===== config.mk =====
export PLATFORM = sky130hd
export DESIGN_NAME = ssc_status_pins
export DESIGN_NICKNAME = d
export VERILOG_FILES = /design/src/rtl/ssc_pkg.sv /design/src/rtl/ssc_status_pins.sv
export VERILOG_INCLUDE_DIRS = /design/src /design/src/rtl
export SDC_FILE = /design/constraint.sdc
export NUM_CORES = 1
export LEC_CHECK = 0
export BUFFER_PORTS_ARGS = -buffer_cell sky130_fd_sc_hd__clkbuf_2
export CAP_MARGIN = 25
export CELL_PAD_IN_SITES_DETAIL_PLACEMENT = 1
export CELL_PAD_IN_SITES_GLOBAL_PLACEMENT = 2
export CORE_ASPECT_RATIO = 1.1
export CORE_MARGIN = 2
export CORE_UTILIZATION = 39
export CTS_CLUSTER_SIZE = 28
export DETAILED_ROUTE_END_ITERATION = 6
export GPL_ROUTABILITY_DRIVEN = 0
export GPL_TIMING_DRIVEN = 0
export PLACE_DENSITY = 0.85
export SLEW_MARGIN = 20
export SYNTH_ARGS = -nofsm -noshare
export SYNTH_HDL_FRONTEND = slang
export SYNTH_SLANG_ARGS = --single-unit

===== constraint.sdc =====
create_clock -name MCLK -period 2.6 [get_ports MCLK]
set_input_delay 0.26 -clock MCLK [delete_from_list [all_inputs] [get_ports MCLK]]
set_output_delay 0.26 -clock MCLK [all_outputs]
set_load 0.1 [all_outputs]

===== src/rtl/ssc_cfg.svh =====
// Register offsets, field positions, reset values and timing counts of the status pin block
`ifndef SSC_CFG_SVH
`define SSC_CFG_SVH
`define SSC_A_CTRL 8'h00
`define SSC_A_OVP 8'h04
`define SSC_A_OCP 8'h08
`define SSC_A_RISE 8'h0C
`define SSC_A_FALL 8'h10
`define SSC_A_LINE_LO 8'h14
`define SSC_A_LINE_HI 8'h18
`define SSC_A_STATUS 8'h1C
`define SSC_A_INT_STAT 8'h20
`define SSC_A_INT_MASK 8'h24
// Control fields
`define SSC_C_OUT_EN 0
`define SSC_C_REMOTE_USE 1
`define SSC_C_TRIG_EN 2
`define SSC_C_FOLD_V2C 3
`define SSC_C_FOLD_C2V 4
`define SSC_CTRL_W 5
// Event bits: nine protections, then the trigger
`define SSC_P_OV 0
`define SSC_P_OC 1
`define SSC_P_OP 2
`define SSC_P_OT 3
`define SSC_P_FAN 4
`define SSC_P_LINE 5
`define SSC_P_SENSE 6
`define SSC_P_V2C 7
`define SSC_P_C2V 8
`define SSC_E_TRIG 9
`define SSC_NPROT 9
`define SSC_NEV 10
// Reset values
`define SSC_CTRL_RST 5'h00
`define SSC_OVP_RST 16'hFFFF
`define SSC_OCP_RST 16'hFFFF
`define SSC_RISE_RST 16'h0100
`define SSC_FALL_RST 16'h0080
`define SSC_LINE_LO_RST 16'h0000
`define SSC_LINE_HI_RST 16'hFFFF
`define SSC_MASK_RST 10'h000
// Synchroniser and filter idle levels, bit order as the pin vector
`define SSC_PIN_RST 8'h5A
// Filter settle time in clock cycles
`define SSC_DEB_CYC 16
// Rated limits, plain defaults
`define SSC_RATED_V 16'hF000
`define SSC_RATED_I 16'hF000
`define SSC_RATED_P 16'hF000
`endif


===== src/rtl/ssc_pkg.sv =====
// Types shared by the status pin block
package ssc_pkg;
  typedef enum logic [1:0] {
    SSC_OFF = 2'b00,
    SSC_ON = 2'b01,
    SSC_TOFF = 2'b10
  } ssc_state_t;
  typedef logic [15:0] ssc_word_t;
endpackage


===== src/rtl/ssc_status_pins.sv =====
// Rear connector control inputs, status outputs and protection flags with APB registers
`timescale 1ns/10ps
`include "ssc_cfg.svh"

// Notes on behaviour
// - With sequence triggering enabled, a rising edge on the trigger pin is one trigger event.
// - An asserted inhibit input turns an active output off.
// - Output-on status goes high when the output is on and voltage exceeds the rise threshold.
// - Output-on status goes low when voltage drops below the fall threshold.
// - The mode flag is high in constant voltage and low in constant current regulation.
// - An asserted temporary_off_in holds the output in a temporary off state.
// - The remote on/off input turns the output on and off when it is in use.
// - The summary fault pin goes low when any protection is active.
// - The over-temperature pin goes low when over-temperature protection is active.
// - Nine protection causes are detected and reported as status bits.
// - Over-current trips above the rated limit or the programmed setting.
// - Over-power trips above the rated limit.
// - Over-voltage trips above the rated limit or the programmed setting.
// - Input line trips when below or above its permitted window.
// - Fan failure trips when fan feedback reports the fan not running.
// - Over-voltage disables the output, using a 16-bit threshold.
module ssc_status_pins #(
  parameter int DEB_CYC = `SSC_DEB_CYC,
  parameter logic [15:0] RATED_V = `SSC_RATED_V,
  parameter logic [15:0] RATED_I = `SSC_RATED_I,
  parameter logic [15:0] RATED_P = `SSC_RATED_P
) (
  input wire logic MCLK,
  input wire logic RST_N,
  input wire logic [7:0] PADDR,
  input wire logic PSEL,
  input wire logic PENABLE,
  input wire logic PWRITE,
  input wire logic [31:0] PWDATA,
  output logic [31:0] PRDATA,
  output logic PREADY,
  output logic PSLVERR,
  input wire logic SEQUENCE_TRIGGER_IN,
  input wire logic INHIBIT_IN_N,
  input wire logic TEMPORARY_OFF_IN,
  input wire logic REMOTE_ONOFF_IN_N,
  input wire logic CV_MODE_IN,
  input wire logic OTP_IN,
  input wire logic FAN_OK_IN,
  input wire logic SENSE_FAULT_IN,
  input wire logic [15:0] VOUT_MEAS,
  input wire logic [15:0] IOUT_MEAS,
  input wire logic [15:0] POUT_MEAS,
  input wire logic [15:0] LINE_MEAS,
  output logic OUTPUT_ENABLE,
  output logic OUTPUT_ACTIVE_STATUS,
  output logic REGULATION_MODE_FLAG,
  output logic FAULT_N,
  output logic OTP_N,
  output logic TRIG_PULSE,
  output logic IRQ
);

  // Elaboration check: the filter counter is 16 bits wide
  if (DEB_CYC < 1 || DEB_CYC > 65535) begin : g_bad_deb
    $error("DEB_CYC must lie in 1..65535");
  end

  // Pin vector, one filter each
  logic [7:0] pin_raw;
  logic [7:0] flt;
  assign pin_raw = {SENSE_FAULT_IN, FAN_OK_IN, OTP_IN, CV_MODE_IN,
                    REMOTE_ONOFF_IN_N, TEMPORARY_OFF_IN, INHIBIT_IN_N, SEQUENCE_TRIGGER_IN};

  // Two-stage synchroniser then a stability counter; only a level held for
  // DEB_CYC cycles passes, so contact bounce never reaches the edge detector
  for (genvar i = 0; i < 8; i++) begin : g_pin
    localparam logic [7:0] PIN_RST = `SSC_PIN_RST;
    localparam logic RV = PIN_RST[i];
    logic s1_q, s2_q, f_q, f_d;
    logic [15:0] cnt_q, cnt_d;
    always_comb begin
      f_d = f_q;
      cnt_d = 16'h0000;
      if (s2_q != f_q) begin
        if (cnt_q == 16'(DEB_CYC - 1)) begin
          f_d = s2_q;
        end else begin
          cnt_d = cnt_q + 16'h0001;
        end
      end
    end
    always_ff @(posedge MCLK or negedge RST_N) begin
      if (!RST_N) begin
        s1_q <= RV;
        s2_q <= RV;
        f_q <= RV;
        cnt_q <= 16'h0000;
      end else begin
        s1_q <= pin_raw[i];
        s2_q <= s1_q;
        f_q <= f_d;
        cnt_q <= cnt_d;
      end
    end
    assign flt[i] = f_q;
  end

  // Filtered levels, active high
  logic trig_f, inh_f, ilk_f, remote_on_f, cv_f, otp_f, fan_ok_f, sense_f;
  assign trig_f = flt[0];
  assign inh_f = ~flt[1];
  assign ilk_f = flt[2];
  assign remote_on_f = ~flt[3];
  assign cv_f = flt[4];
  assign otp_f = flt[5];
  assign fan_ok_f = flt[6];
  assign sense_f = flt[7];

  // Register state
  logic [`SSC_CTRL_W-1:0] ctrl_q, ctrl_d;
  ssc_pkg::ssc_word_t ovp_q, ovp_d, ocp_q, ocp_d, rise_q, rise_d, fall_q, fall_d;
  ssc_pkg::ssc_word_t line_lo_q, line_lo_d, line_hi_q, line_hi_d;
  logic [`SSC_NEV-1:0] stat_q, stat_d, mask_q, mask_d;
  logic [31:0] prdata_q, prdata_d;
  logic [31:0] status_word;
  logic wr_en, rd_setup, addr_ok;

  // Core state
  ssc_pkg::ssc_state_t state_q, state_d;
  logic out_en_q, out_en_d, dcon_q, dcon_d, mode_q, fault_n_q, fault_n_d;
  logic otp_n_q, otp_n_d, trig_prev_q, trig_pulse_q, trig_pulse_d, cv_prev_q;
  logic irq_q, irq_d;
  logic [`SSC_NPROT-1:0] prot;
  logic trig_rise, fault_any, en_req;

  // Live protection conditions
  always_comb begin
    prot[`SSC_P_OV] = (VOUT_MEAS > RATED_V) || (VOUT_MEAS > ovp_q);
    prot[`SSC_P_OC] = (IOUT_MEAS > RATED_I) || (IOUT_MEAS > ocp_q);
    prot[`SSC_P_OP] = POUT_MEAS > RATED_P;
    prot[`SSC_P_OT] = otp_f;
    prot[`SSC_P_FAN] = ~fan_ok_f;
    prot[`SSC_P_LINE] = (LINE_MEAS < line_lo_q) || (LINE_MEAS > line_hi_q);
    prot[`SSC_P_SENSE] = sense_f;
    // Foldback counts only a mode change while the output is driving
    prot[`SSC_P_V2C] = ctrl_q[`SSC_C_FOLD_V2C] & out_en_q & cv_prev_q & ~cv_f;
    prot[`SSC_P_C2V] = ctrl_q[`SSC_C_FOLD_C2V] & out_en_q & ~cv_prev_q & cv_f;
  end

  // Latched faults keep the output off until software clears them
  assign fault_any = (|prot) | (|stat_q[`SSC_NPROT-1:0]);
  assign trig_rise = ctrl_q[`SSC_C_TRIG_EN] & trig_f & ~trig_prev_q;
  // Remote pin only counts when selected, else it is treated as on
  assign en_req = ctrl_q[`SSC_C_OUT_EN] & (~ctrl_q[`SSC_C_REMOTE_USE] | remote_on_f);

  // Output state machine
  always_comb begin
    state_d = state_q;
    unique case (state_q)
      ssc_pkg::SSC_OFF: begin
        if (en_req && !inh_f && !ilk_f && !fault_any) begin
          state_d = ssc_pkg::SSC_ON;
        end
      end
      ssc_pkg::SSC_ON: begin
        if (fault_any || !en_req || inh_f) begin
          state_d = ssc_pkg::SSC_OFF;
        end else if (ilk_f) begin
          state_d = ssc_pkg::SSC_TOFF;
        end
      end
      ssc_pkg::SSC_TOFF: begin
        if (fault_any || !en_req || inh_f) begin
          state_d = ssc_pkg::SSC_OFF;
        end else if (!ilk_f) begin
          state_d = ssc_pkg::SSC_ON;
        end
      end
      default: begin
        state_d = ssc_pkg::SSC_OFF;
      end
    endcase
  end

  // Status pin next values
  always_comb begin
    out_en_d = (state_d == ssc_pkg::SSC_ON);
    dcon_d = dcon_q;
    if (out_en_q && VOUT_MEAS > rise_q) begin
      dcon_d = 1'b1;
    end else if (VOUT_MEAS < fall_q) begin
      dcon_d = 1'b0;
    end
    fault_n_d = ~fault_any;
    otp_n_d = ~(prot[`SSC_P_OT] | stat_q[`SSC_P_OT]);
    trig_pulse_d = trig_rise;
  end

  // APB decode; the slave never waits
  assign wr_en = PSEL & PENABLE & PWRITE;
  assign rd_setup = PSEL & ~PENABLE;
  assign PREADY = 1'b1;
  always_comb begin
    unique case (PADDR)
      `SSC_A_CTRL, `SSC_A_OVP, `SSC_A_OCP, `SSC_A_RISE, `SSC_A_FALL, `SSC_A_LINE_LO,
      `SSC_A_LINE_HI, `SSC_A_STATUS, `SSC_A_INT_STAT, `SSC_A_INT_MASK: addr_ok = 1'b1;
      default: addr_ok = 1'b0;
    endcase
  end
  assign PSLVERR = PSEL & PENABLE & ~addr_ok;

  assign status_word = {7'h00, prot, 8'h00, remote_on_f, ilk_f, inh_f, mode_q, dcon_q,
                        out_en_q, state_q};

  // Register writes and sticky event bits
  always_comb begin
    ctrl_d = ctrl_q;
    ovp_d = ovp_q;
    ocp_d = ocp_q;
    rise_d = rise_q;
    fall_d = fall_q;
    line_lo_d = line_lo_q;
    line_hi_d = line_hi_q;
    mask_d = mask_q;
    stat_d = stat_q;
    if (wr_en) begin
      unique case (PADDR)
        `SSC_A_CTRL: ctrl_d = PWDATA[`SSC_CTRL_W-1:0];
        `SSC_A_OVP: ovp_d = PWDATA[15:0];
        `SSC_A_OCP: ocp_d = PWDATA[15:0];
        `SSC_A_RISE: rise_d = PWDATA[15:0];
        `SSC_A_FALL: fall_d = PWDATA[15:0];
        `SSC_A_LINE_LO: line_lo_d = PWDATA[15:0];
        `SSC_A_LINE_HI: line_hi_d = PWDATA[15:0];
        `SSC_A_INT_STAT: stat_d = stat_q & ~PWDATA[`SSC_NEV-1:0];
        `SSC_A_INT_MASK: mask_d = PWDATA[`SSC_NEV-1:0];
        default: ;
      endcase
    end
    // Set after clear so an event in the clearing cycle survives
    stat_d = stat_d | {trig_rise, prot};
    irq_d = |(stat_d & mask_d);
    prdata_d = prdata_q;
    if (rd_setup) begin
      unique case (PADDR)
        `SSC_A_CTRL: prdata_d = {27'h0000000, ctrl_q};
        `SSC_A_OVP: prdata_d = {16'h0000, ovp_q};
        `SSC_A_OCP: prdata_d = {16'h0000, ocp_q};
        `SSC_A_RISE: prdata_d = {16'h0000, rise_q};
        `SSC_A_FALL: prdata_d = {16'h0000, fall_q};
        `SSC_A_LINE_LO: prdata_d = {16'h0000, line_lo_q};
        `SSC_A_LINE_HI: prdata_d = {16'h0000, line_hi_q};
        `SSC_A_STATUS: prdata_d = status_word;
        `SSC_A_INT_STAT: prdata_d = {22'h000000, stat_q};
        `SSC_A_INT_MASK: prdata_d = {22'h000000, mask_q};
        default: prdata_d = 32'h00000000;
      endcase
    end
  end

  // All state registers except the pin filters
  always_ff @(posedge MCLK or negedge RST_N) begin
    if (!RST_N) begin
      ctrl_q <= `SSC_CTRL_RST;
      ovp_q <= `SSC_OVP_RST;
      ocp_q <= `SSC_OCP_RST;
      rise_q <= `SSC_RISE_RST;
      fall_q <= `SSC_FALL_RST;
      line_lo_q <= `SSC_LINE_LO_RST;
      line_hi_q <= `SSC_LINE_HI_RST;
      mask_q <= `SSC_MASK_RST;
      stat_q <= 10'h000;
      prdata_q <= 32'h00000000;
      state_q <= ssc_pkg::SSC_OFF;
      out_en_q <= 1'b0;
      dcon_q <= 1'b0;
      mode_q <= 1'b1;
      fault_n_q <= 1'b1;
      otp_n_q <= 1'b1;
      trig_prev_q <= 1'b0;
      trig_pulse_q <= 1'b0;
      cv_prev_q <= 1'b1;
      irq_q <= 1'b0;
    end else begin
      ctrl_q <= ctrl_d;
      ovp_q <= ovp_d;
      ocp_q <= ocp_d;
      rise_q <= rise_d;
      fall_q <= fall_d;
      line_lo_q <= line_lo_d;
      line_hi_q <= line_hi_d;
      mask_q <= mask_d;
      stat_q <= stat_d;
      prdata_q <= prdata_d;
      state_q <= state_d;
      out_en_q <= out_en_d;
      dcon_q <= dcon_d;
      mode_q <= cv_f;
      fault_n_q <= fault_n_d;
      otp_n_q <= otp_n_d;
      trig_prev_q <= trig_f;
      trig_pulse_q <= trig_pulse_d;
      cv_prev_q <= cv_f;
      irq_q <= irq_d;
    end
  end

  assign PRDATA = prdata_q;
  assign OUTPUT_ENABLE = out_en_q;
  assign OUTPUT_ACTIVE_STATUS = dcon_q;
  assign REGULATION_MODE_FLAG = mode_q;
  assign FAULT_N = fault_n_q;
  assign OTP_N = otp_n_q;
  assign TRIG_PULSE = trig_pulse_q;
  assign IRQ = irq_q;
endmodule


==> results of run 1 <==
==> worst paths after layout <==
check	endpoint	start	slack [ns]
setup / recovery	state_q[1]	ovp_q[15]	0.007
hold / removal	rise_q[12]	PWDATA[12]	0.12
setup reg to reg	state_q[1]	ovp_q[15]	0.007
hold reg to reg	g_pin[5].s2_q	g_pin[5].s1_q	0.35
max in group asynchronous	ovp_q[6]	RST_N	1.40
min in group asynchronous	g_pin[1].cnt_q[7]	RST_N	0.30
==> timing repair <==
item	4_1_cts	5_1_grt
hold buffers	9	0
resized for setup	19	29
endpoints found under the hold margin	68	0
setup buffers	6	4
pin swaps	10	24
setup endpoints to repair	7	16
==> state kept, by name, summed over array words and instances (netlist names), 10 cells and up <==
name         count
fall_q          16
PRDATA          25
ocp_q           16
line_hi_q       16
stat_q          10
g_pin.cnt_q    128
mask_q          10
rise_q          16
ovp_q           16
line_lo_q       16
==> area by class of cell <==
class / count / area, sq um
antenna: 1 / 2.50
buffer: 37 / 173
clock buffer: 56 / 1040
clock inverter: 6 / 58.8
fill: 4432 / 21300
inverter: 112 / 420
multi-input combinational: 1049 / 7760
sequential: 308 / 7790
tap: 513 / 642
timing repair buffer: 153 / 912
==> cell usage in the layout, fill, tap and decap left out, types with 9 or more instances in the layout <==
master	instances
inv_1	109
dlygate4sd3_1	9
dfrtp_1	243
clkbuf_1	37
xor2_1	65
nand4_1	44
nand3_1	59
clkbuf_8	10
a21o_1	9
nand2_1	112
clkbuf_2	132
xnor2_1	34
clkbuf_16	35
nor4_1	38
and3_1	46
a21oi_1	49
o21ai_0	53
buf_4	18
dfstp_2	65
nor2_1	128
mux2_2	118
a22oi_1	37
ha_4	11
a22o_1	19
ha_1	91
a221oi_1	17
or3_1	24
==> metrics by stage <==
stage	setup TNS [ns]	hold WS, ns
global route	-0.0689	0.120
finish	0	0.118
detailed placement	-27.88	0.306
global placement	-1536.06	0.335
CTS	-0.00475	0.0916
floorplan	0	-0.0356
==> worst max-delay path: stages, from the launching register on <==
cell      delay (ns)
dfstp_2         0.55
inv_1           0.06
ha_1            0.31
nand4_1         0.20
or4_4           0.48
a21oi_4         0.25
nor4bb_4        0.44
and4_1          0.24
==> power groups by stage <==
stage / Sequential [uW] / Combinational, uW / Clock [uW]
3_3_place_gp: 5030 / 701 / 0
3_5_place_dp: 5030 / 750 / 0
6_report: 4950 / 804 / 4830
5_1_grt: 4960 / 898 / 5130
4_1_cts: 4950 / 787 / 4960
2_1_floorplan: 5020 / 359 / 0
==> cells by family (layout without fill, tap and decap cells) <==
| kind of cell | Yosys count | after routing | share of synthesized area [%] |
|---|---|---|---|
| muxes | 119 | 119 | 8.46 |
| xor gates and xnor gates | 99 | 99 | 5.48 |
| adders and majority gates | 102 | 102 | 8.07 |
| AOI/OAI and AO/OA | 225 | 225 | 9.39 |
| DFF | 308 | 308 | 49.2 |
| buffers and inverters | 149 | 364 | 3.73 |
| other | 2 | 9 | 0.0475 |
| and+or+nand+nor | 496 | 496 | 15.6 |
==> layer usage <==
layer	track usage (%)	up-vias	share of wire (%)
li1	-	5741	-
met3	3.58	94	4.6
met4	8.03	2	3.7
met1	28.6	6234	42
met5	0	-	0.034
met2	39.0	288	49
==> flow_summary.ini, run 1 <==
[power_and_ir_drop]
power.total_uw = 10600
p_comb_share_pct = 7.6
p_sw_uw = 2570
p_leak_uw = 0.00846
p_clk_share_pct = 45.6
vdd_drop_max_mv = 0.331
power_frac_seq_pct = 46.8
swShare_pct = 24.3
p_per_area_nw_per_um2 = 563
p_int_uw = 8020

[sta]
rsz0062_at_grt = yes
post-route-min-period_ns = 2.59
fin_skew_ns = 0.0139
slew_viol_final = 0
relSlewSlack_pct = 39.5
fmax_mhz = 386
hold_violations = 0
worst_slack_ns = 0.00698
worst_pin_slew_ns = 0.904
fin_crit_sh_pct = 99.7
finalSetupViolCount = 0

[die]
die_h_microns = 215
placeableCoreArea_sq_um = 40100
die_w_microns = 196
die-area_sq_um = 42200
rows = 77
ios = 158
initial_core_util_pct = 39.5

[drt]
drtIter0Drc = 651
ant_nets = 0
via_per_inst = 5.53
post-route-drc-count = 0
routed_wl_microns = 47100
first_pass_iters = 5
num_vias = 12359
wire_per_inst_microns = 21.1

[setup_path]
path_max_fanout = 4
critPathLaunchType = register
arrival_ns = 3.05
end_kind = register
crit_type = register to register
rr_worst_depth = 7
required_ns = 3.06

[clocking]
cts.sink_count = 308
htree_levels = 2
clkLatencyLatePin_ns = 0.52
cts_buffers = 35
cts.root.buffer_cell = clkbuf_16
clock_path_buffers = 3
cts.clk_slew.worst_paths_ns = 0.06
cts_tree = built

[global_routing]
grt_pass1_vias = 13344
grtUsageTotal_pct = 22.6
grt_max_degree = 93
grt_pass1_wl_microns = 74800
antenna_found_initial = 2
overflow = 0

[cells_and_area]
stdcell_count = 2235
area_delta_synth_final_pct = 18.8
final_nets = 1915
utilization_pct = 46.9
drive_above_1_share_pct = 25.0
fin_area_sq_um = 18800

[yosys]
synthCells = 1500
yosysTopAreaCellShare_pct = 38.4
synth-edff-count = 0
yosysTopAreaCell = dfrtp_1
synth.most_common_cell = dfrtp_1
synth_area_per_cell_sq_um = 10.5
synthTopCellsByArea = dfrtp_1 38%, dfstp_2 11%, mux2_2 8.4%, ha_1 8.1%, xor2_1 3.6%
synth_ff_type = dfrtp_1
async_reset_ff_share_pct = 100
ys_top_cells_by_count = 243 x dfrtp_1, 132 x nor2_1, 118 x mux2_2
seq_area_frac_synth_pct = 49.2
ys_ff_latch = 308
post_synth_num_cell_types = 55
yosys_warnings = 0
syn-cell-area_sq_um = 15800

[placed_design]
dpl.cell_count = 2153
place_hpwl_microns = 35300
port_buffers = 131
place_area_sq_um = 17200
dp_slack_ns = -0.796

[hold_path]
min_path_type = primary input to register
worstHoldPathCells = 2

[flow_run]
maxCapViolations = 0

[status]
outcome = complete, no violations
Power figures use the tool's default switching activity.
==> run 2: changes to the inputs <==
--- a/config.mk
+++ b/config.mk
@@ -18,7 +18,7 @@
 export GPL_ROUTABILITY_DRIVEN = 0
 export GPL_TIMING_DRIVEN = 0
 export PLACE_DENSITY = 0.85
-export SLEW_MARGIN = 20
+export SLEW_MARGIN = 15
 export SYNTH_ARGS = -nofsm -noshare
 export SYNTH_HDL_FRONTEND = slang
 export SYNTH_SLANG_ARGS = --single-unit
==> constraint.sdc (replaced) <==
create_clock -name MCLK -period 2.6 [get_ports MCLK]
set_input_delay 0.39 -clock MCLK [delete_from_list [all_inputs] [get_ports MCLK]]
set_output_delay 0.39 -clock MCLK [all_outputs]
set_load 0.1 [all_outputs]
==> run 2 against run 1 <==
  * The flow now finishes with violations (setup timing)
  * Register-to-register slack about the same
  * First-iteration DRC count down 5.5%
  * Global-route usage about the same
  * Final area up 0.29%
  * Maximum frequency down 1.9%
  * Via count down 0.32%
  * Flip-flop and latch count unchanged
  * Worst setup slack worse by 0.051 ns
  * Combinational power about the same
  * Critical path depth unchanged
  * Die area unchanged
  * Critical endpoint is now fall_q[8]
  * Largest power group unchanged
==> flow_summary.ini, run 2 (synthesis gave the netlist of run 1 again) <==
[cells_and_area]
area_delta_synth_final_pct = 19.2
fin_area_sq_um = 18900
largest-register = g_pin.cnt_q
regArea_sq_um = 7790
drive_above_1_share_pct = 25.3
largest_register_ffs = 128
mostFrequentLayoutCells = 243 x dfrtp_1, 129 x clkbuf_2, 128 x nor2_1
utilization_pct = 47.0
n_fill_cell = 4429
final_common_cell = dfrtp_1
multi_input_area_sq_um = 7760
final_nets = 1920

[status]
violations = setup timing
outcome = complete, but fails checks

[power_and_ir_drop]
p_comb_share_pct = 7.6
power_frac_seq_pct = 46.7
p_int_uw = 8020
vdd_drop_max_mv = 0.326
p_clk_share_pct = 45.7
swShare_pct = 24.3
p_leak_uw = 0.00849
p_per_area_nw_per_um2 = 562
p_sw_uw = 2570

[global_routing]
overflow = 0
antenna_found_initial = 2
grt_pass1_vias = 13352
grt_pass1_wl_microns = 74800
grt_max_degree = 93
grtUsageTotal_pct = 22.6

[placed_design]
place_area_sq_um = 17200
place_hpwl_microns = 35300
port_buffers = 131
dp_slack_ns = -0.796

[clocking]
cts.sink_count = 308
cts.clk_slew.worst_paths_ns = 0.06
cts_tree = built
htree_levels = 2
cts_buffers = 35
clock_path_buffers = 3
clkLatencyLatePin_ns = 0.53
cts.root.buffer_cell = clkbuf_16

[setup_path]
path_max_fanout = 10
crit_type = primary input to register
critPathLaunchType = primary input
end_kind = register
arrival_ns = 3.05
required_ns = 3.01

[drt]
ant_nets = 0
num_vias = 12320
routed_wl_microns = 47100
drtIter0Drc = 615
first_pass_iters = 5
post-route-drc-count = 0
wire_per_inst_microns = 21.0
via_per_inst = 5.50

[hold_path]
min_path_type = primary input to register

[sta]
slew_viol_final = 0
fin_skew_ns = 0.0134
relSlewSlack_pct = 41.0
worst_slack_ns = -0.0436
post-route-min-period_ns = 2.64
finalSetupViolCount = 9
rsz0062_at_grt = yes
hold_violations = 0
fin_crit_sh_pct = 102
worst_pin_slew_ns = 0.882
tns_ns = -0.264
fmax_mhz = 378

[die]
die-area_sq_um = 42200
die_w_microns = 196
placeableCoreArea_sq_um = 40100
die_h_microns = 215
rows = 77
initial_core_util_pct = 39.5
ios = 158

[flow_run]
maxCapViolations = 0
-- run 2: critical path: stages --
cell	delay, ns
clkbuf_2	0.09
or4_1	0.51
clkbuf_1	0.20
nor2_1	0.60
nand2_1	0.45
clkbuf_1	0.42
mux2_2	0.38
-- run 2: power groups by stage --
| stage | logic, uW | registers, uW | clock network [uW] |
|---|---|---|---|
| final | 805 | 4950 | 4840 |
| after global routing | 899 | 4960 | 5130 |
| after floorplan | 359 | 5020 | 0 |
| after detailed placement | 750 | 5030 | 0 |
| after CTS | 787 | 4950 | 4960 |
| after global placement | 701 | 5030 | 0 |
-- run 2: area by class of cell --
cell class | count | share of cell area (%)
flip-flops and latches | 308 | 41.3
multi-input cells | 1049 | 41.1
clock buffers | 56 | 5.54
repair buffers | 158 | 5.05
well taps | 513 | 3.40
inverters | 112 | 2.23
plain buffers | 37 | 0.989
clock inverters | 6 | 0.312
diodes | 1 | 0.0133
-- run 2: what timing repair did --
| item | in CTS | in global routing |
|---|---|---|
| cloned | 0 | 0 |
| gates resized for setup | 25 | 27 |
| buffers inserted | 7 | 8 |
| pin swaps | 11 | 24 |
| hold buffers | 9 | 0 |
| endpoints found under the setup margin | 17 | 26 |
| hold endpoints to repair | 68 | 0 |
-- run 2: worst paths after layout --
| path | startpoint | to | slack, ns | cells past startpoint |
|---|---|---|---|---|
| setup reg to reg | ovp_q[15] | state_q[1] | 0.02 | 7 |
| setup / recovery | PADDR[1] | fall_q[8] | -0.04 | 7 |
| min in group asynchronous | RST_N | g_pin[1].cnt_q[7] | 0.43 | 2 |
| hold reg to reg | g_pin[5].s1_q | g_pin[5].s2_q | 0.35 | 0 |
| hold / removal | PWDATA[10] | rise_q[10] | 0.24 | 2 |
| max in group asynchronous | RST_N | ovp_q[6] | 1.27 | 3 |
-- run 2: stage by stage --
| stage | std cells | hold slack, ns | total power [uW] |
|---|---|---|---|
| after global routing | 2239 | 0.250 | 11000 |
| after CTS | 2231 | 0.222 | 10700 |
| after global placement | 2150 | 0.335 | 5730 |
| after floorplan | 1506 | 0.0944 | 5380 |
| final | 2240 | 0.238 | 10600 |
| after detailed placement | 2153 | 0.336 | 5780 |
-- run 2: metal layers --
metal | global-route usage (%) | up-vias | routed length, microns
met5 | 0 | - | 16
met4 | 8.03 | 2 | 1700
met3 | 3.55 | 88 | 2160
met2 | 39.0 | 276 | 23200
met1 | 28.7 | 6201 | 20100
li1 | - | 5753 | -
==> run 3: changes to the inputs <==
--- a/config.mk
+++ b/config.mk
@@ -11,7 +11,6 @@
 export CELL_PAD_IN_SITES_DETAIL_PLACEMENT = 1
 export CELL_PAD_IN_SITES_GLOBAL_PLACEMENT = 2
 export CORE_ASPECT_RATIO = 1.1
-export CORE_MARGIN = 2
 export CORE_UTILIZATION = 39
 export CTS_CLUSTER_SIZE = 28
 export DETAILED_ROUTE_END_ITERATION = 6
==> run 3 against run 2 <==
  * The run now ends clean
  * Die area shrank 1.9%
  * Clock skew grew 0.0050 ns
  * Largest cell class unchanged
  * Maximum frequency grew 2.6%
  * Core utilization grew 0.53 points
  * Final cell count grew 0.27%
  * Highest routed layer unchanged
==> flow_summary.ini, run 3 (synthesis gave the netlist of run 1 again) <==
[sta]
fmax_mhz = 388
finalSetupViolCount = 0
fin_crit_sh_pct = 99.1
rsz0062_at_grt = yes
worst_pin_slew_ns = 0.937
post-route-min-period_ns = 2.58
relSlewSlack_pct = 37.3
fin_skew_ns = 0.0184
tns_ns = 0
slew_viol_final = 0
hold_violations = 0
hold_slack_ns = 0.208

[die]
ios = 158
die-area_sq_um = 41400
die_w_microns = 194
die_h_microns = 213
placeableCoreArea_sq_um = 40100
initial_core_util_pct = 39.5
rows = 77

[global_routing]
grtUsageTotal_pct = 23.1
grt_pass1_vias = 13328
overflow = 0
grt_max_degree = 90
antenna_found_initial = 3
grt_pass1_wl_microns = 74300

[clocking]
cts_buffers = 36
clock_path_buffers = 3
htree_levels = 2
cts.sink_count = 308
cts_tree = built
cts.root.buffer_cell = clkbuf_16
clkLatencyLatePin_ns = 0.54
cts.clk_slew.worst_paths_ns = 0.06

[drt]
routed_wl_microns = 47100
post-route-drc-count = 0
drtIter0Drc = 734
num_vias = 12490
wire_per_inst_microns = 21.0
first_pass_iters = 5
ant_nets = 0
via_per_inst = 5.56

[hold_path]
min_path_type = primary input to register

[cells_and_area]
largest-register = g_pin.cnt_q
stdcell_count = 2246
regArea_sq_um = 7790
final_common_cell = dfrtp_1
final_nets = 1922
n_fill_cell = 4351
area_delta_synth_final_pct = 20.5
utilization_pct = 47.6
multi_input_area_sq_um = 7730
largest_register_ffs = 128
mostFrequentLayoutCells = 243 x dfrtp_1, 129 x clkbuf_2, 126 x nor2_1
drive_above_1_share_pct = 25.6
fin_area_sq_um = 19100

[setup_path]
cp_cell_sequence = inv_1 -> ha_4 -> nand4_1 -> or4_4 -> a21oi_4 -> nor4bb_4 -> and4_1
arrival_ns = 3.05
path_max_fanout = 4
crit_type = register to register
slowest_delay_ns = 0.56
slowest_stage = or4_4
timing.critical_path.buf_inv = 1
end_kind = register
cpLargestDelayFamily = simple AND/OR/NAND/NOR gates
critPathLaunchType = register
required_ns = 3.08

[placed_design]
place_area_sq_um = 17200
port_buffers = 131
dpl.cell_count = 2153
place_hpwl_microns = 34900

[power_and_ir_drop]
vdd_drop_max_mv = 0.375
p_leak_uw = 0.00860
p_per_area_nw_per_um2 = 599

[status]
outcome = complete, no violations

[flow_run]
maxCapViolations = 0
==> run 3: area by class of cell <==
cell class              count  share of cell area [%]
plain buffers              37                   0.978
multi-input cells        1049                    40.5
inverters                 112                    2.21
repair buffers            159                    5.03
clock buffers              46                    5.24
diodes                      2                  0.0263
clock inverters            20                    1.77
well taps                 513                    3.37
flip-flops and latches    308                    40.9
==> run 3: per-stage QoR <==
stage / worst slack, ns / total power (uW)
finish: 0.0233 / 11400
detailed placement: -0.803 / 5780
global placement: -5.50 / 5730
floorplan: 0.155 / 5380
global route: -0.0633 / 11800
CTS: 0.00100 / 11500
==> run 3: path summary, 6_finish.rpt <==
path                               start            endpoint  slack, ns  cells past startpoint
max                            ovp_q[11]          state_q[1]       0.02                      7
min                           PWDATA[10]       line_hi_q[10]       0.21                      2
max reg2reg                    ovp_q[11]          state_q[1]       0.02                      7
min reg2reg                g_pin[0].s1_q       g_pin[0].s2_q       0.34                      0
max in group asynchronous          RST_N       g_pin[1].s2_q       0.97                      4
min in group asynchronous          RST_N  g_pin[5].cnt_q[13]       0.42                      2
==> run 3: metal layers <==
layer / GRT usage (%) / wire length, microns / vias to the layer above
met5: 0 / 19 / -
met3: 3.98 / 2070 / 95
met1: 28.8 / 20200 / 6354
li1: - / - / 5767
met4: 9.20 / 1790 / 2
met2: 39.8 / 23100 / 272
==> run 3: timing repair <==
action | 4_1_cts | 5_1_grt
cloned | 0 | 0
hold endpoints to repair | 55 | 0
resized for setup | 25 | 23
buffers inserted | 8 | 8
hold buffers | 9 | 0
pin swaps | 11 | 15
setup endpoints to repair | 18 | 41
==> run 3: report_power, final <==
| group | switching (uW) | internal [uW] | leakage, uW |
|---|---|---|---|
| Clock | 2120 | 3540 | 0.000657 |
| Combinational | 522 | 284 | 0.00395 |
| Sequential | 66.0 | 4890 | 0.00398 |
| Total | 2710 | 8710 | 0.00860 |
==> run 3: worst register-to-register path, stage by stage (launching register included) <==
cell and delay [ns]:
dfstp_2 0.54, inv_1 0.06, ha_4 0.27, nand4_1 0.15, or4_4 0.56, a21oi_4 0.25, nor4bb_4 0.43, and4_1 0.25
